File: src/hw/pmrs_pkg.sv
package pmrs_pkg;

	// ==========================================================
	// Register map (byte addresses)
	localparam logic [7:0] PMRS_CTRL_ADDR = 8'h00;
	localparam logic [7:0] PMRS_STOPDIS_ADDR = 8'h04;
	localparam logic [7:0] PMRS_STATUS_ADDR = 8'h08;
	localparam logic [7:0] PMRS_CAUSE_ADDR = 8'h0C;

	// ==========================================================
	// Control register fields
	localparam int PMRS_CTRL_SWRST = 0;
	localparam int PMRS_CTRL_SRCSEL = 1;
	localparam int PMRS_CTRL_PLL_POWER_DOWN = 2;
	localparam int PMRS_CTRL_ROSTBY = 3;
	localparam int PMRS_CTRL_LRSTBY = 4;
	localparam int PMRS_CTRL_RELAX_OSC_POWER_DOWN = 5;
	localparam int PMRS_CTRL_FAST = 8;
	localparam int PMRS_FAST_W = 3;

	// Triple-rate capable peripherals: PWM, timer, I2C
	localparam int PMRS_PERIPH_PWM = 0;
	localparam int PMRS_PERIPH_TMR = 1;
	localparam int PMRS_PERIPH_I2C = 2;

	// Cause register fields
	localparam int PMRS_CAUSE_POR = 0;
	localparam int PMRS_CAUSE_EXT = 1;
	localparam int PMRS_CAUSE_SW = 2;
	localparam int PMRS_CAUSE_WDTO = 3;
	localparam int PMRS_CAUSE_WDLR = 4;
	localparam logic [4:0] PMRS_CAUSE_RST = 5'h01;

	// ==========================================================
	// Reset release stages and their counts
	localparam int PMRS_STAGES = 5;
	localparam int PMRS_ST_XPOR = 0;
	localparam int PMRS_ST_SYNC = 1;
	localparam int PMRS_ST_CGEN = 2;
	localparam int PMRS_ST_PERI = 3;
	localparam int PMRS_ST_CORE = 4;
	localparam int PMRS_XPOR_CYC = 64;
	localparam int PMRS_SYNC_CYC = 3;
	localparam int PMRS_CGEN_CYC = 32;
	localparam int PMRS_PERI_CYC = 32;
	localparam int PMRS_CORE_CYC = 32;
	localparam int PMRS_DLY_W = 7;

	// Watchdog clock divide ratio on the oscillator clock
	localparam int PMRS_WDOG_DIV = 1024;
	localparam int PMRS_WDOG_W = 10;

	// ==========================================================
	// Power mode state
	typedef enum logic [1:0] {
		PMRS_RUN = 2'b00,
		PMRS_WAIT = 2'b01,
		PMRS_STOP = 2'b10,
		PMRS_PDOWN = 2'b11
	} pmrs_mode_e;

endpackage

File: src/hw/pmrs_dly_if.sv
`timescale 1ns/1ns
// Control and status of one reset release stage
interface pmrs_dly_if;
	logic hold;
	logic tick;
	logic done;
	modport ctrl (output hold, output tick, input done);
	modport stage (input hold, input tick, output done);
endinterface

File: src/hw/pmrs_top.sv
`timescale 1ns/1ns
// Function
// - Run mode: core, memory, peripheral clocks on
// - Wait instruction: core/memory off, peripherals on
// - Wait exits on interrupt, debug or reset
// - Stop instruction: system clock generation disabled
// - Stop exits on wake interrupt, low-voltage, debug
// - Per-peripheral stop disable keeps its clock
// - Standby runs slow, no triple-rate clock
// - Power-down stops all; only external/power-on exit
// - Peripherals on system clock, some triple-rate
// - Watchdog clock is oscillator divided by 1024
// - Five reset sources, two async, three sync
// - Test port reset only by power-on
// - Extended power-on release 64 oscillator cycles
// - Clock-generator release 32 oscillator cycles later
// - Peripheral release 32 system cycles later
// - Core release 32 system cycles later
// - Early delay counters count oscillator clock
// - Combined reset holds all resets but extender and test port
// - Software/watchdog logic released three cycles later
// - Staged resets released on falling clock edge
module pmrs_top
	import pmrs_pkg::*;
#(
	parameter int NPERIPH = 8
) (
	// Oscillator clock and power-on reset
	input wire logic ref_clk_i,
	input wire logic reset_n_i,
	// Reset sources
	input wire logic ext_reset_n_i,
	input wire logic watchdog_timeout_reset_i,
	input wire logic watchdog_lost_reference_reset_i,
	// Core and interrupt events
	input wire logic core_wait_i,
	input wire logic core_stop_i,
	input wire logic debug_entry_i,
	input wire logic any_irq_i,
	input wire logic low_voltage_irq_i,
	input wire logic [NPERIPH-1:0] periph_irq_i,
	// Wishbone slave
	input wire logic wb_cyc_i,
	input wire logic wb_stb_i,
	input wire logic wb_we_i,
	input wire logic [7:0] wb_adr_i,
	input wire logic [3:0] wb_sel_i,
	input wire logic [31:0] wb_dat_i,
	output logic [31:0] wb_dat_o,
	output logic wb_ack_o,
	// Clock gating
	output logic sys_tick_o,
	output logic watchdog_tick_o,
	output logic sysclk_gen_en_o,
	output logic core_clk_en_o,
	output logic mem_clk_en_o,
	output logic [NPERIPH-1:0] periph_clk_en_o,
	output logic [PMRS_FAST_W-1:0] fast_clk_en_o,
	// Clock generation module controls
	output logic clock_source_select_o,
	output logic pll_power_down_o,
	output logic relax_osc_standby_o,
	output logic large_regulator_standby_o,
	output logic relax_osc_power_down_o,
	// Internal resets, active low
	output logic tap_reset_n_o,
	output logic ext_por_reset_n_o,
	output logic sync_reset_n_o,
	output logic clock_generator_reset_n_o,
	output logic peripheral_reset_n_o,
	output logic core_reset_n_o
);

	// ==========================================================
	// Reset source synchronisers

	logic rst_any_n;
	logic [2:0] por_sync;
	logic [2:0] ext_sync;
	logic por_ok;
	logic ext_ok;

	// Either async source asserts at once
	assign rst_any_n = reset_n_i & ext_reset_n_i;

	// Power-on release, three stages
	always_ff @(posedge ref_clk_i or negedge reset_n_i) begin
		if (!reset_n_i) begin
			por_sync <= 3'h0;
		end else begin
			por_sync <= {por_sync[1:0], 1'b1};
		end
	end

	// External pin release, three stages
	always_ff @(posedge ref_clk_i or negedge rst_any_n) begin
		if (!rst_any_n) begin
			ext_sync <= 3'h0;
		end else begin
			ext_sync <= {ext_sync[1:0], 1'b1};
		end
	end

	// Release counts once the last two stages agree
	assign por_ok = por_sync[1] & por_sync[2];
	assign ext_ok = ext_sync[1] & ext_sync[2];

	// ==========================================================
	// Reset release stages

	logic [PMRS_STAGES-1:0] hold_v;
	logic [PMRS_STAGES-1:0] tick_v;
	logic [PMRS_STAGES-1:0] done_v;
	logic combined_n;
	logic sw_req;
	logic wd_req;
	logic sys_tick;
	pmrs_mode_e mode;

	localparam int DLY_COUNT [PMRS_STAGES] = '{PMRS_XPOR_CYC,
		PMRS_SYNC_CYC, PMRS_CGEN_CYC, PMRS_PERI_CYC, PMRS_CORE_CYC};

	// OR of extended power-on, external, software, watchdog
	assign combined_n = ext_por_reset_n_o & ext_ok & !sw_req &
		!wd_req;

	// Hold and time base of each stage
	always_comb begin
		hold_v[PMRS_ST_XPOR] = !por_ok;
		hold_v[PMRS_ST_SYNC] = !combined_n;
		hold_v[PMRS_ST_CGEN] = !combined_n;
		hold_v[PMRS_ST_PERI] = !done_v[PMRS_ST_CGEN];
		hold_v[PMRS_ST_CORE] = !done_v[PMRS_ST_PERI];
		tick_v[PMRS_ST_XPOR] = 1'b1;
		tick_v[PMRS_ST_SYNC] = 1'b1;
		tick_v[PMRS_ST_CGEN] = 1'b1;
		tick_v[PMRS_ST_PERI] = sys_tick;
		tick_v[PMRS_ST_CORE] = sys_tick;
	end

	// One delay counter per stage; extender sees power-on only
	for (genvar g = 0; g < PMRS_STAGES; g++) begin : g_stage
		pmrs_dly_if dif ();
		assign dif.hold = hold_v[g];
		assign dif.tick = tick_v[g];
		assign done_v[g] = dif.done;
		pmrs_rst_delay #(
			.COUNT(DLY_COUNT[g])
		) u_dly (
			.clk_i(ref_clk_i),
			.rst_n_i(g == PMRS_ST_XPOR ? reset_n_i : rst_any_n),
			.dl(dif)
		);
	end

	// Early resets on the rising edge
	always_ff @(posedge ref_clk_i or negedge reset_n_i) begin
		if (!reset_n_i) begin
			tap_reset_n_o <= 1'b0;
			ext_por_reset_n_o <= 1'b0;
			sync_reset_n_o <= 1'b0;
		end else begin
			tap_reset_n_o <= por_ok;
			ext_por_reset_n_o <= done_v[PMRS_ST_XPOR];
			sync_reset_n_o <= done_v[PMRS_ST_SYNC] & combined_n;
		end
	end

	// Staged resets leave on the falling edge to avoid skew
	always_ff @(negedge ref_clk_i or negedge rst_any_n) begin
		if (!rst_any_n) begin
			clock_generator_reset_n_o <= 1'b0;
			peripheral_reset_n_o <= 1'b0;
			core_reset_n_o <= 1'b0;
		end else begin
			clock_generator_reset_n_o <= done_v[PMRS_ST_CGEN];
			peripheral_reset_n_o <= done_v[PMRS_ST_PERI];
			core_reset_n_o <= done_v[PMRS_ST_CORE];
		end
	end

	// ==========================================================
	// Clock dividers

	logic [PMRS_WDOG_W-1:0] wd_div;

	// System clock rate is half the master clock
	always_ff @(posedge ref_clk_i or negedge rst_any_n) begin
		if (!rst_any_n) begin
			sys_tick <= 1'b0;
		end else begin
			sys_tick <= !sys_tick;
		end
	end

	// Watchdog time base, stopped in power-down
	always_ff @(posedge ref_clk_i or negedge rst_any_n) begin
		if (!rst_any_n) begin
			wd_div <= '0;
			watchdog_tick_o <= 1'b0;
		end else if (mode == PMRS_PDOWN) begin
			watchdog_tick_o <= 1'b0;
		end else begin
			wd_div <= wd_div + 1'b1;
			watchdog_tick_o <= (wd_div ==
				PMRS_WDOG_W'(PMRS_WDOG_DIV - 1));
		end
	end

	// ==========================================================
	// Software and watchdog reset requests

	logic wr_en;
	logic ctrl_hit;

	// Requests ignored while their logic is held or powered down
	always_ff @(posedge ref_clk_i or negedge rst_any_n) begin
		if (!rst_any_n) begin
			sw_req <= 1'b0;
			wd_req <= 1'b0;
		end else if (!sync_reset_n_o || mode == PMRS_PDOWN) begin
			sw_req <= 1'b0;
			wd_req <= 1'b0;
		end else begin
			sw_req <= ctrl_hit && wb_sel_i[0] &&
				wb_dat_i[PMRS_CTRL_SWRST];
			wd_req <= watchdog_timeout_reset_i |
				watchdog_lost_reference_reset_i;
		end
	end

	// ==========================================================
	// Wishbone register file

	logic [PMRS_CTRL_FAST+PMRS_FAST_W-1:1] ctrl;
	logic [NPERIPH-1:0] stop_dis;
	logic [4:0] cause;
	logic [4:0] cause_set;
	logic [31:0] status;
	logic [31:0] rd_data;
	logic standby;
	logic fast_ok;
	logic wd_ok;

	// Write strobe at the edge that ends the answer
	assign wr_en = wb_cyc_i & wb_stb_i & wb_we_i & wb_ack_o;
	assign ctrl_hit = wr_en && wb_adr_i == PMRS_CTRL_ADDR &&
		mode != PMRS_PDOWN;

	// One-wait-state answer; unmapped reads give zero
	always_ff @(posedge ref_clk_i or negedge rst_any_n) begin
		if (!rst_any_n) begin
			wb_ack_o <= 1'b0;
		end else begin
			wb_ack_o <= wb_cyc_i & wb_stb_i & !wb_ack_o;
		end
	end

	// Control bits, cleared by the combined reset
	always_ff @(posedge ref_clk_i or negedge rst_any_n) begin
		if (!rst_any_n) begin
			ctrl <= '0;
		end else if (!combined_n) begin
			ctrl <= '0;
		end else if (ctrl_hit) begin
			if (wb_sel_i[0]) begin
				ctrl[7:1] <= wb_dat_i[7:1];
			end
			if (wb_sel_i[1]) begin
				ctrl[PMRS_CTRL_FAST+PMRS_FAST_W-1:8] <=
					wb_dat_i[PMRS_CTRL_FAST+PMRS_FAST_W-1:8];
			end
		end
	end

	// Per-peripheral stop disable bits
	always_ff @(posedge ref_clk_i or negedge rst_any_n) begin
		if (!rst_any_n) begin
			stop_dis <= '0;
		end else if (!combined_n) begin
			stop_dis <= '0;
		end else if (wr_en && wb_adr_i == PMRS_STOPDIS_ADDR) begin
			for (int b = 0; b < NPERIPH; b++) begin
				if (wb_sel_i[b/8]) begin
					stop_dis[b] <= wb_dat_i[b];
				end
			end
		end
	end

	// Reset cause events, caught as the request is accepted
	assign wd_ok = sync_reset_n_o & (mode != PMRS_PDOWN);
	assign cause_set = {watchdog_lost_reference_reset_i & wd_ok,
		watchdog_timeout_reset_i & wd_ok, sw_req, !ext_ok & por_ok,
		1'b0};

	// Sticky causes, write one to clear, set wins
	always_ff @(posedge ref_clk_i or negedge reset_n_i) begin
		if (!reset_n_i) begin
			cause <= PMRS_CAUSE_RST;
		end else if (wr_en && wb_adr_i == PMRS_CAUSE_ADDR &&
			wb_sel_i[0]) begin
			cause <= (cause & ~wb_dat_i[4:0]) | cause_set;
		end else begin
			cause <= cause | cause_set;
		end
	end

	// Standby set-up and triple-rate availability
	assign standby = ctrl[PMRS_CTRL_SRCSEL] & ctrl[PMRS_CTRL_PLL_POWER_DOWN] &
		ctrl[PMRS_CTRL_ROSTBY];
	assign fast_ok = !ctrl[PMRS_CTRL_SRCSEL] &
		!ctrl[PMRS_CTRL_PLL_POWER_DOWN];

	// Status word
	assign status = {25'h0000000, core_reset_n_o, peripheral_reset_n_o,
		clock_generator_reset_n_o, fast_ok, standby, mode};

	// Read multiplexer
	always_comb begin
		unique case (wb_adr_i)
			PMRS_CTRL_ADDR: rd_data = 32'(ctrl) << 1;
			PMRS_STOPDIS_ADDR: rd_data = 32'(stop_dis);
			PMRS_STATUS_ADDR: rd_data = status;
			PMRS_CAUSE_ADDR: rd_data = 32'(cause);
			default: rd_data = 32'h00000000;
		endcase
	end

	// Read data registered with the answer
	always_ff @(posedge ref_clk_i or negedge rst_any_n) begin
		if (!rst_any_n) begin
			wb_dat_o <= 32'h00000000;
		end else if (wb_cyc_i && wb_stb_i && !wb_ack_o) begin
			wb_dat_o <= rd_data;
		end
	end

	// ==========================================================
	// Power mode state machine

	pmrs_mode_e next_mode;
	logic stop_wake;

	// Wake from Stop by peripherals kept running, low-voltage or debug
	assign stop_wake = |(periph_irq_i & stop_dis) | low_voltage_irq_i |
		debug_entry_i;

	// Next mode
	always_comb begin
		next_mode = mode;
		unique case (mode)
			PMRS_RUN: begin
				if (standby && ctrl[PMRS_CTRL_RELAX_OSC_POWER_DOWN]) begin
					next_mode = PMRS_PDOWN;
				end else if (core_stop_i) begin
					next_mode = PMRS_STOP;
				end else if (core_wait_i) begin
					next_mode = PMRS_WAIT;
				end
			end
			PMRS_WAIT: begin
				if (any_irq_i || debug_entry_i) begin
					next_mode = PMRS_RUN;
				end
			end
			PMRS_STOP: begin
				if (stop_wake) begin
					next_mode = PMRS_RUN;
				end
			end
			PMRS_PDOWN: next_mode = PMRS_PDOWN;
		endcase
	end

	// Any reset returns to Run; power-down needs external/power-on
	always_ff @(posedge ref_clk_i or negedge rst_any_n) begin
		if (!rst_any_n) begin
			mode <= PMRS_RUN;
		end else if (!combined_n && mode != PMRS_PDOWN) begin
			mode <= PMRS_RUN;
		end else begin
			mode <= next_mode;
		end
	end

	// ==========================================================
	// Clock gating outputs

	logic run_ok;

	assign run_ok = clock_generator_reset_n_o;

	// Group gates per mode, enabled by default after reset
	always_ff @(posedge ref_clk_i or negedge rst_any_n) begin
		if (!rst_any_n) begin
			sys_tick_o <= 1'b0;
			sysclk_gen_en_o <= 1'b1;
			core_clk_en_o <= 1'b1;
			mem_clk_en_o <= 1'b1;
		end else begin
			sys_tick_o <= sys_tick & run_ok & mode != PMRS_PDOWN;
			sysclk_gen_en_o <= mode == PMRS_RUN ||
				mode == PMRS_WAIT;
			core_clk_en_o <= mode == PMRS_RUN;
			mem_clk_en_o <= mode == PMRS_RUN;
		end
	end

	// Peripheral gates with stop-disable override
	always_ff @(posedge ref_clk_i or negedge rst_any_n) begin
		if (!rst_any_n) begin
			periph_clk_en_o <= '1;
			fast_clk_en_o <= '0;
		end else begin
			for (int p = 0; p < NPERIPH; p++) begin
				periph_clk_en_o[p] <= mode == PMRS_RUN ||
					mode == PMRS_WAIT ||
					(mode == PMRS_STOP && stop_dis[p]);
			end
			for (int f = 0; f < PMRS_FAST_W; f++) begin
				fast_clk_en_o[f] <= ctrl[PMRS_CTRL_FAST+f] & fast_ok &
					(mode == PMRS_RUN || mode == PMRS_WAIT ||
					(mode == PMRS_STOP && stop_dis[f]));
			end
		end
	end

	// Clock generator controls from the control register
	always_ff @(posedge ref_clk_i or negedge rst_any_n) begin
		if (!rst_any_n) begin
			clock_source_select_o <= 1'b0;
			pll_power_down_o <= 1'b0;
			relax_osc_standby_o <= 1'b0;
			large_regulator_standby_o <= 1'b0;
			relax_osc_power_down_o <= 1'b0;
		end else begin
			clock_source_select_o <= ctrl[PMRS_CTRL_SRCSEL];
			pll_power_down_o <= ctrl[PMRS_CTRL_PLL_POWER_DOWN];
			relax_osc_standby_o <= ctrl[PMRS_CTRL_ROSTBY];
			large_regulator_standby_o <= ctrl[PMRS_CTRL_LRSTBY];
			relax_osc_power_down_o <= ctrl[PMRS_CTRL_RELAX_OSC_POWER_DOWN];
		end
	end

endmodule

File: src/hw/pmrs_rst_delay.sv
`timescale 1ns/1ns
module pmrs_rst_delay
	import pmrs_pkg::*;
#(
	parameter int COUNT = 32
) (
	// Clock and reset
	input wire logic clk_i,
	input wire logic rst_n_i,
	// Stage control
	pmrs_dly_if.stage dl
);

	logic [PMRS_DLY_W-1:0] cnt;

	// ==========================================================
	// Count ticks after hold drops, then release
	always_ff @(posedge clk_i or negedge rst_n_i) begin
		if (!rst_n_i) begin
			cnt <= '0;
			dl.done <= 1'b0;
		end else if (dl.hold) begin
			cnt <= '0;
			dl.done <= 1'b0;
		end else if (!dl.done && dl.tick) begin
			if (cnt == PMRS_DLY_W'(COUNT - 1)) begin
				dl.done <= 1'b1;
			end else begin
				cnt <= cnt + 1'b1;
			end
		end
	end

endmodule

File: config.mk
export PLATFORM = sky130hd
export DESIGN_NAME = pmrs_top
export DESIGN_NICKNAME = d
export VERILOG_FILES = /design/src/hw/pmrs_pkg.sv /design/src/hw/pmrs_dly_if.sv /design/src/hw/pmrs_top.sv /design/src/hw/pmrs_rst_delay.sv
export SDC_FILE = /design/constraint.sdc
export NUM_CORES = 1
export LEC_CHECK = 0
export BUFFER_PORTS_ARGS = -buffer_cell sky130_fd_sc_hd__buf_2
export CORE_ASPECT_RATIO = 0.9
export CORE_MARGIN = 5
export CORE_UTILIZATION = 30
export CTS_BUF_LIST = sky130_fd_sc_hd__clkbuf_2
export CTS_CLUSTER_SIZE = 16
export DETAILED_ROUTE_END_ITERATION = 10
export PLACE_DENSITY = 0.55
export SLEW_MARGIN = 20
export SYNTH_ARGS = -nofsm -noshare
export SYNTH_HDL_FRONTEND = slang
export SYNTH_SLANG_ARGS = --single-unit
File: constraint.sdc
create_clock -name ref_clk_i -period 5.7 [get_ports ref_clk_i]
set_clock_uncertainty 0.1 [all_clocks]
set_input_delay 0.285 -clock ref_clk_i [delete_from_list [all_inputs] [get_ports ref_clk_i]]
set_output_delay 0.285 -clock ref_clk_i [all_outputs]
set_load 0.01 [all_outputs]
### Yosys cells after proc, flatten, opt, wreduce, memory -nomap -nowiden

Index checks and enable logic that the tools add are counted.

* logic and storage cells: 225
* bits of input ports: 65
* output and inout bits: 60
* latch bits: 0
* register bits: 143
* memory bits (writable): 0
* ROM bits: 0
* memories kept: 0

* eq/ne operators: 32
* reduce and logical (&&, ||, !) cells: 57
* muxes and demuxes: 56
* $mul: 0
* shift-type cells: 0
* bitwise gates (word level): 34
* magnitude comparators: 0
* add/sub/neg operators: 6
* div/mod/pow operators: 0

Operators by type and width (count)
* $mux 7: 16
* $pmux 11 s4: 1
* $add 7x1->7 const B: 5
* $and 1x1->1: 26
* $mux 1: 26
* $ne 2x2->1 const B: 11
* $eq 7x5->1 const B: 3
* $logic_and 1x1->1: 21
* $mux 10: 2
* $reduce_and 2->1: 10
* $eq 8x4->1 const B: 2
* $mux 8: 2
* $mux 2: 6
* $ne 2x1->1 const B: 6
* $logic_not 1->1: 11
* $logic_or 1x1->1: 11
* $add 10x1->10 const B: 1
* $eq 10x10->1 const B: 1
* $or 5x5->5: 2
* $and 8x8->8: 1
* $eq 8x3->1 const B: 1
* $logic_not 8->1: 1
* $pmux 2 s4: 1
* $reduce_or 8->1: 1
* other kinds (13): 17

### Longest topological paths before layout

Gate-level depths: netlist of run 1.

* depth after elaboration: 8
* depth in mapped cells: 6
* gate-level depth less buffers: 5

### Hierarchy

Synthesis of run 1 repeated with hierarchy kept, for this count alone.

* cell total of the unflattened synthesis: 542
* area, all modules: 5871.9 um2

By module, submodules not included
* pmrs_top: cells each 314, seq. area each 2065.7 um2, area each 3530.9 um2, times used 1
* pmrs_rst_delay (g_stage[2].u_dly ...): cells each 45, seq. area each 200.2 um2, area each 464.2 um2, times used 3
* pmrs_rst_delay (g_stage[1].u_dly): cells each 49, seq. area each 200.2 um2, area each 484.2 um2, times used 1
* pmrs_rst_delay (g_stage[0].u_dly): cells each 44, seq. area each 200.2 um2, area each 464.2 um2, times used 1

==> flow_summary.toml, run 1 <==
[place]
placed_area_um2 = 6051
gp_congestion = 0.8371
hpwlAfterDp_mm = 9.345
portBuffers = 80

[power_and_ir_drop]
pwr-share-clk_pct = 35.5
p_comb_share_pct = 5.5
p_leak_nw = 3.012
irDropWorstVdd_mv = 0.1001
seqPwrFrac_pct = 59.0
p_int_mw = 1.097
power_density_nw_per_um2 = 220.2
swShare_pct = 25.79
power.switching_mw = 0.3813
power.total_mw = 1.478

[clocking]
cts_hold_buf = 43
clock-sinks = 122
cts_tree = "done"
cts-root-buf = "clkbuf_2"
clk-insertion-delay-late_ns = 0.67
htreeDepth = 4
clk_path_buf_depth = 2
cts_buffers = 17
cts_setup_buffers = 0
clk_pin_slew_ns = 0.17
cts_resized = 0

[grt]
antenna_found_initial = 2
grt_pass1_wl_mm = 22.41
grt-ovfl-total = 0
grt_max_degree = 62
grt_usage_pct = 13.11
grt_pass1_vias = 4300

[timing]
slew_violations = 0
fin_tns_setup_ns = 0
setup_viol = 0
slew_headroom_pct = 41.31
tightest_slew_ns = 0.8774
timing.hold.ws_ns = 0.07422
rsz0062_at_grt = "false"
hold_violations = 0

[cells_and_area]
multi_input_comb_area_um2 = 2183
final_core_util_pct = 36.84
nNetsFinal = 706
area_growth_pct = 21.76
num-fill-cells = 1823
drive_gt1_share_pct = 20.40
register_area_um2 = 3067
finalInstanceArea_um2 = 6715

[outcome]
status = "finished clean"

[logic_synthesis]
ys_warn_count = 0
yosysMostFrequentCell = "dfrtp_1"
postSynthCellCount = 507
synth_top_area_cell = "dfrtp_1"
synth_cell_type_count = 56
ys_seq_area_share_pct = 55.60
synth_edf_count = 0
synthTopCellsByCount = "108 x dfrtp_1, 45 x nor2_1, 39 x nand2_1, 29 x o21ai_0, 25 x nand3_1"
netlist_area_um2 = 5515
ys.flop_type = "dfrtp_1"
ys_seq_elements = 122
synth_top_area_share_pct = 49.00
async_reset_ff_share_pct = 100.0
synthTopCellsByArea = "dfrtp_1 49%, dfstp_2 5.2%, xnor2_1 3.2%, mux2i_1 3.1%, nor2_1 3.1%"
syn_area_per_cell_um2 = 10.88

[die]
die_w_um = 152.9
pin_count = 125
fp.dieArea_um2 = 21200
die_y_um = 138.6
core_um2 = 18230
initial_core_util_pct = 30.25
num_rows = 47

[critical_path]
path_cells = "buf_2"
criticalPathCategory = "reg2out"
path_depth = 1
crit_required_ns = 5.32
ff2ff_path_depth = 2
worstPathMaxFanout = 2
slowest_delay_ns = 0.47
critPathTopFamily = "flip-flops"
crit_buf_inv = 1
critPathCaptureType = "primary output"
slowest_stage = "dfrtn_1"
worst_setup_path_start_kind = "register"
cp_data_arrival_time_ns = 4.04
worst-r2r-setup-slack_ns = 1.72

[routing]
viasPerCell = 4.657
vias = 4159
drt_pre_antenna_iters = 4
drc_errors = 0
drt-initial-drc-count = 236
ant_nets = 0
totalWireLength_mm = 13.50
wire_per_inst_um = 15.12

[flow_run]
maxCapViolCount = 0

[hold_path]
hp-class = "in2reg"
worstHoldPathCells = 4
==> layout by cell type, fill, tap and decap left out, drive strengths merged, types with 19 or more instances in the layout <==
cell and instances:
dfrtp 108, buf 82, nor2 45, dlygate4sd3 44, nand2 39, o21ai 29, nand3 25, conb 23
a21oi 20, xnor2 20, inv 19
==> metrics by stage <==
| step | worst slack, ns | instances |
|---|---|---|
| final | 1.277 | 893 |
| after global routing | 1.141 | 893 |
| after CTS | 1.193 | 891 |
| after detailed placement | 1.508 | 816 |
| after global placement | 1.562 | 816 |
| after floorplan | 0.9249 | 528 |
==> sequential cells by signal (all words and copies together) (netlist names), 2 cells and up <==
| register | cells |
|---|---|
| ext_sync | 3 |
| g_stage.u_dly.cnt | 35 |
| g_stage.u_dly.dl.done | 5 |
| mode | 2 |
| wd_div | 10 |
| ctrl | 10 |
| por_sync | 3 |
| periph_clk_en_o | 8 |
| stop_dis | 8 |
| fast_clk_en_o | 3 |
| wb_dat_o | 11 |
| cause | 5 |
==> worst paths after layout <==
kind                                           start                        end
max                             peripheral_reset_n_o       peripheral_reset_n_o
min                                  periph_irq_i[6]                    mode[1]
max reg2reg                clock_generator_reset_n_o                wb_dat_o[4]
min reg2reg                              por_sync[0]                por_sync[1]
max in group asynchronous                  reset_n_i  clock_generator_reset_n_o
min in group asynchronous              ext_reset_n_i    g_stage[4].u_dly.cnt[4]
==> per-layer routing <==
layer	part of all wire [%]	vias up	global-route usage [%]
met5	0	-	0
met4	1.3	0	3.563
met3	6.2	14	4.774
met2	47	119	20.95
met1	46	2025	16.89
li1	-	2001	-
==> worst reg2reg max path, stage by stage (launching register included) <==
cell and delay, ns:
dfrtn_1 0.38, mux4_2 0.47, a22o_1 0.21
==> area by class of cell <==
class | instances | share of cell area (%)
clock inverter | 14 | 1.956
sequential | 122 | 45.67
inverter | 21 | 1.174
clock buffer | 18 | 1.342
antenna | 1 | 0.03726
tap | 245 | 4.565
timing repair buffer | 126 | 12.74
multi-input combinational | 346 | 32.51
==> power groups by stage <==
stage	clock, mW	sequential [mW]	combinational (mW)
global route	0.589	0.874	0.0913
finish	0.525	0.873	0.0807
CTS	0.543	0.873	0.0807
detailed placement	0	0.888	0.0654
global placement	0	0.888	0.0639
floorplan	0	0.888	0.0472
==> cell families after synthesis <==
family                     share of synthesized area [%]
xor gates and xnor gates                           4.605
buffers and inverters                              6.284
DFF                                                55.60
and+or+nand+nor                                    16.56
muxes                                              4.719
adders and majority gates                          1.588
AOI/OAI and AO/OA                                  10.50
other                                             0.1362
(Power assumes the default switching activity.)
==> run 2, diff against run 1 <==
--- a/config.mk
+++ b/config.mk
@@ -5,6 +5,7 @@
 export SDC_FILE = /design/constraint.sdc
 export NUM_CORES = 1
 export LEC_CHECK = 0
+export ABC_AREA = 1
 export BUFFER_PORTS_ARGS = -buffer_cell sky130_fd_sc_hd__buf_2
 export CORE_ASPECT_RATIO = 0.9
 export CORE_MARGIN = 5
@@ -12,7 +13,7 @@
 export CTS_BUF_LIST = sky130_fd_sc_hd__clkbuf_2
 export CTS_CLUSTER_SIZE = 16
 export DETAILED_ROUTE_END_ITERATION = 10
-export PLACE_DENSITY = 0.55
+export PLACE_DENSITY = 0.57
 export SLEW_MARGIN = 20
 export SYNTH_ARGS = -nofsm -noshare
 export SYNTH_HDL_FRONTEND = slang
==> constraint.sdc (replaced) <==
create_clock -name ref_clk_i -period 3.8 [get_ports ref_clk_i]
set_clock_uncertainty 0.1 [all_clocks]
set_input_delay 0.19 -clock ref_clk_i [delete_from_list [all_inputs] [get_ports ref_clk_i]]
set_output_delay 0.19 -clock ref_clk_i [all_outputs]
set_load 0.01 [all_outputs]
==> flow_summary.toml, run 2 <==
[clocking]
cts_tree = "done"
clk_path_buf_depth = 2
clk-insertion-delay-late_ns = 0.70
cts_hold_buf = 57
cts-root-buf = "clkbuf_2"
cts_buffers = 17
clock-sinks = 122
htreeDepth = 4
cts_setup_buffers = 0
clk_pin_slew_ns = 0.20
cts_resized = 0

[cells_and_area]
reg_top3 = "g_stage.u_dly.cnt: 35 flops, wb_dat_o: 11 flops"
nNetsFinal = 893
finalInstanceArea_um2 = 7310
final_core_util_pct = 38.15
regMostFlops = "g_stage.u_dly.cnt"
area_growth_pct = 25.47
num-fill-cells = 1956
largest_reg_flops = 35
drive_gt1_share_pct = 19.18
multi_input_comb_area_um2 = 2330
register_area_um2 = 3067
most-common-layout-cells = "183 x nand2_1, 108 x dfrtp_1, 80 x buf_2"
instances_no_fill = 1086
final_common_cell = "nand2_1"

[timing]
slew_violations = 0
slew_headroom_pct = 49.22
hold_violations = 0
fin_crit_ns = 3.564
setup_viol = 0
timing.final.crit_share_pct = 93.79
fmax_mhz = 280.6
tightest_slew_ns = 0.7590
fin_tns_setup_ns = 0
rsz0062_at_grt = "false"

[grt]
antenna_found_initial = 2
grt_pass1_vias = 4641
met2_usage_pct = 21.66
grt_usage_pct = 13.32
grtUsageMet1_pct = 17.11
grt_use_met3_pct = 3.314
grt-ovfl-total = 0
grt_pass1_wl_mm = 23.56
grt_max_degree = 55
grt-busiest-layer = "met2"

[die]
num_rows = 48
initial_core_util_pct = 30.41
core_um2 = 19160
die_y_um = 142.2
fp.dieArea_um2 = 22310
die_w_um = 156.9
pin_count = 125

[logic_synthesis]
ys_seq_area_share_pct = 52.64
synth_compound_area_share_pct = 5.219
synth-xor-area-share_pct = 2.405
async_reset_ff_share_pct = 100.0
synthMuxAreaShare_pct = 0
ys_seq_elements = 122
netlist_area_um2 = 5826
postSynthCellCount = 672
synth_top_family_by_area = "simple AND/OR/NAND/NOR gates"
ys.flop_type = "dfrtp_1"
synth_top_area_cell = "dfrtp_1"
synth_fa_ha_area_share_pct = 1.503
synth_edf_count = 0
syn_area_per_cell_um2 = 8.669
synth_cell_type_count = 44
ys_warn_count = 0
synthTopCellsByCount = "183 x nand2_1, 108 x dfrtp_1, 71 x inv_1, 60 x nand3_1, 58 x nor2_1"
synthTopCellsByArea = "dfrtp_1 46%, nand2_1 12%, nand3_1 5.2%, dfstp_2 5.0%, inv_1 4.6%"
yosysMostFrequentCell = "nand2_1"
synth_simple_gate_area_share_pct = 29.38
synth_top_area_share_pct = 46.39

[routing]
drt_pre_antenna_iters = 4
vias = 4784
totalWireLength_mm = 14.31
ant_nets = 0
drc_errors = 0
drt-initial-drc-count = 206
wire_per_inst_um = 13.18
viasPerCell = 4.405

[critical_path]
critPathCaptureType = "register"
worstPathMaxFanout = 4
crit_required_ns = 4.33
criticalPathCategory = "in2reg"
worst_setup_path_start_kind = "primary input"
cp_data_arrival_time_ns = 4.09

[power_and_ir_drop]
p_leak_nw = 3.741
irDropWorstVdd_mv = 0.1685
power_density_nw_per_um2 = 332.5

[flow_run]
maxCapViolCount = 0

[outcome]
status = "finished clean"

[place]
placed_area_um2 = 6436
hpwlAfterDp_mm = 10.30
gp_congestion = 0.8126
placed_cells = 995
portBuffers = 80

[hold_path]
hp-class = "in2reg"
==> run 2: routing by layer <==
layer	wire, um	up-vias
met5	0	-
met2	6665	104
met4	294	0
met3	741	21
met1	6610	2236
li1	-	2423
==> run 2: where the power goes <==
part           leakage (nW)  switching [mW]  internal (mW)  total [mW]
Sequential             1.61         0.00299           1.31        1.31
Combinational          1.96          0.0760         0.0471       0.123
Clock                 0.168           0.550          0.447       0.998
==> run 2: area by class of cell <==
type,instances,area share (%)
tap,250,4.279
sequential,122,41.95
clock buffer,17,1.164
multi-input combinational,462,31.87
timing repair buffer,142,13.80
inverter,76,3.954
clock inverter,15,2.910
antenna,2,0.06847
==> run 2: worst paths after layout <==
kind | startpoint | end | slack [ns] | cells past startpoint
max in group asynchronous | reset_n_i | peripheral_reset_n_o | 0.92 | 5
hold reg to reg | por_sync[0] | por_sync[1] | 0.28 | 0
min in group asynchronous | reset_n_i | g_stage[0].u_dly.cnt[5] | 0.44 | 4
setup reg to reg | peripheral_reset_n_o | wb_dat_o[5] | 0.53 | 5
hold / removal | wb_we_i | stop_dis[0] | 0.08 | 8
setup / recovery | wb_adr_i[6] | cause[3] | 0.24 | 12
==> run 2: logic make-up (layout without fill, tap and decap cells) <==
family	count (synthesis)	after routing
AOI/OAI and AO/OA	53	53
xor gates and xnor gates	16	16
adders and majority gates	7	7
buffers and inverters	109	250
DFF	122	122
other	2	25
and+or+nand+nor	363	363
==> run 2: worst max-delay path, stage by stage <==
cell	delay, ns
dlygate4sd3_1	0.53
buf_2	0.12
nor2_2	0.06
dlygate4sd3_1	0.59
nand3_4	0.09
dlygate4sd3_1	0.66
nor3_2	0.20
dlygate4sd3_1	0.62
nand2_1	0.11
o21ai_0	0.20
o21ai_0	0.13
dlygate4sd3_1	0.58
==> run 2: stage by stage <==
| step | power (mW) | setup slack [ns] | hold slack (ns) |
|---|---|---|---|
| after floorplan | 1.397 | 0.3805 | -0.2056 |
| after global placement | 1.430 | 0.8919 | 0.08147 |
| after detailed placement | 1.431 | 0.8860 | 0.08622 |
| after CTS | 2.470 | 0.2144 | 0.01013 |
| after global routing | 2.539 | 0.1924 | 0.06775 |
| final | 2.431 | 0.2361 | 0.08487 |
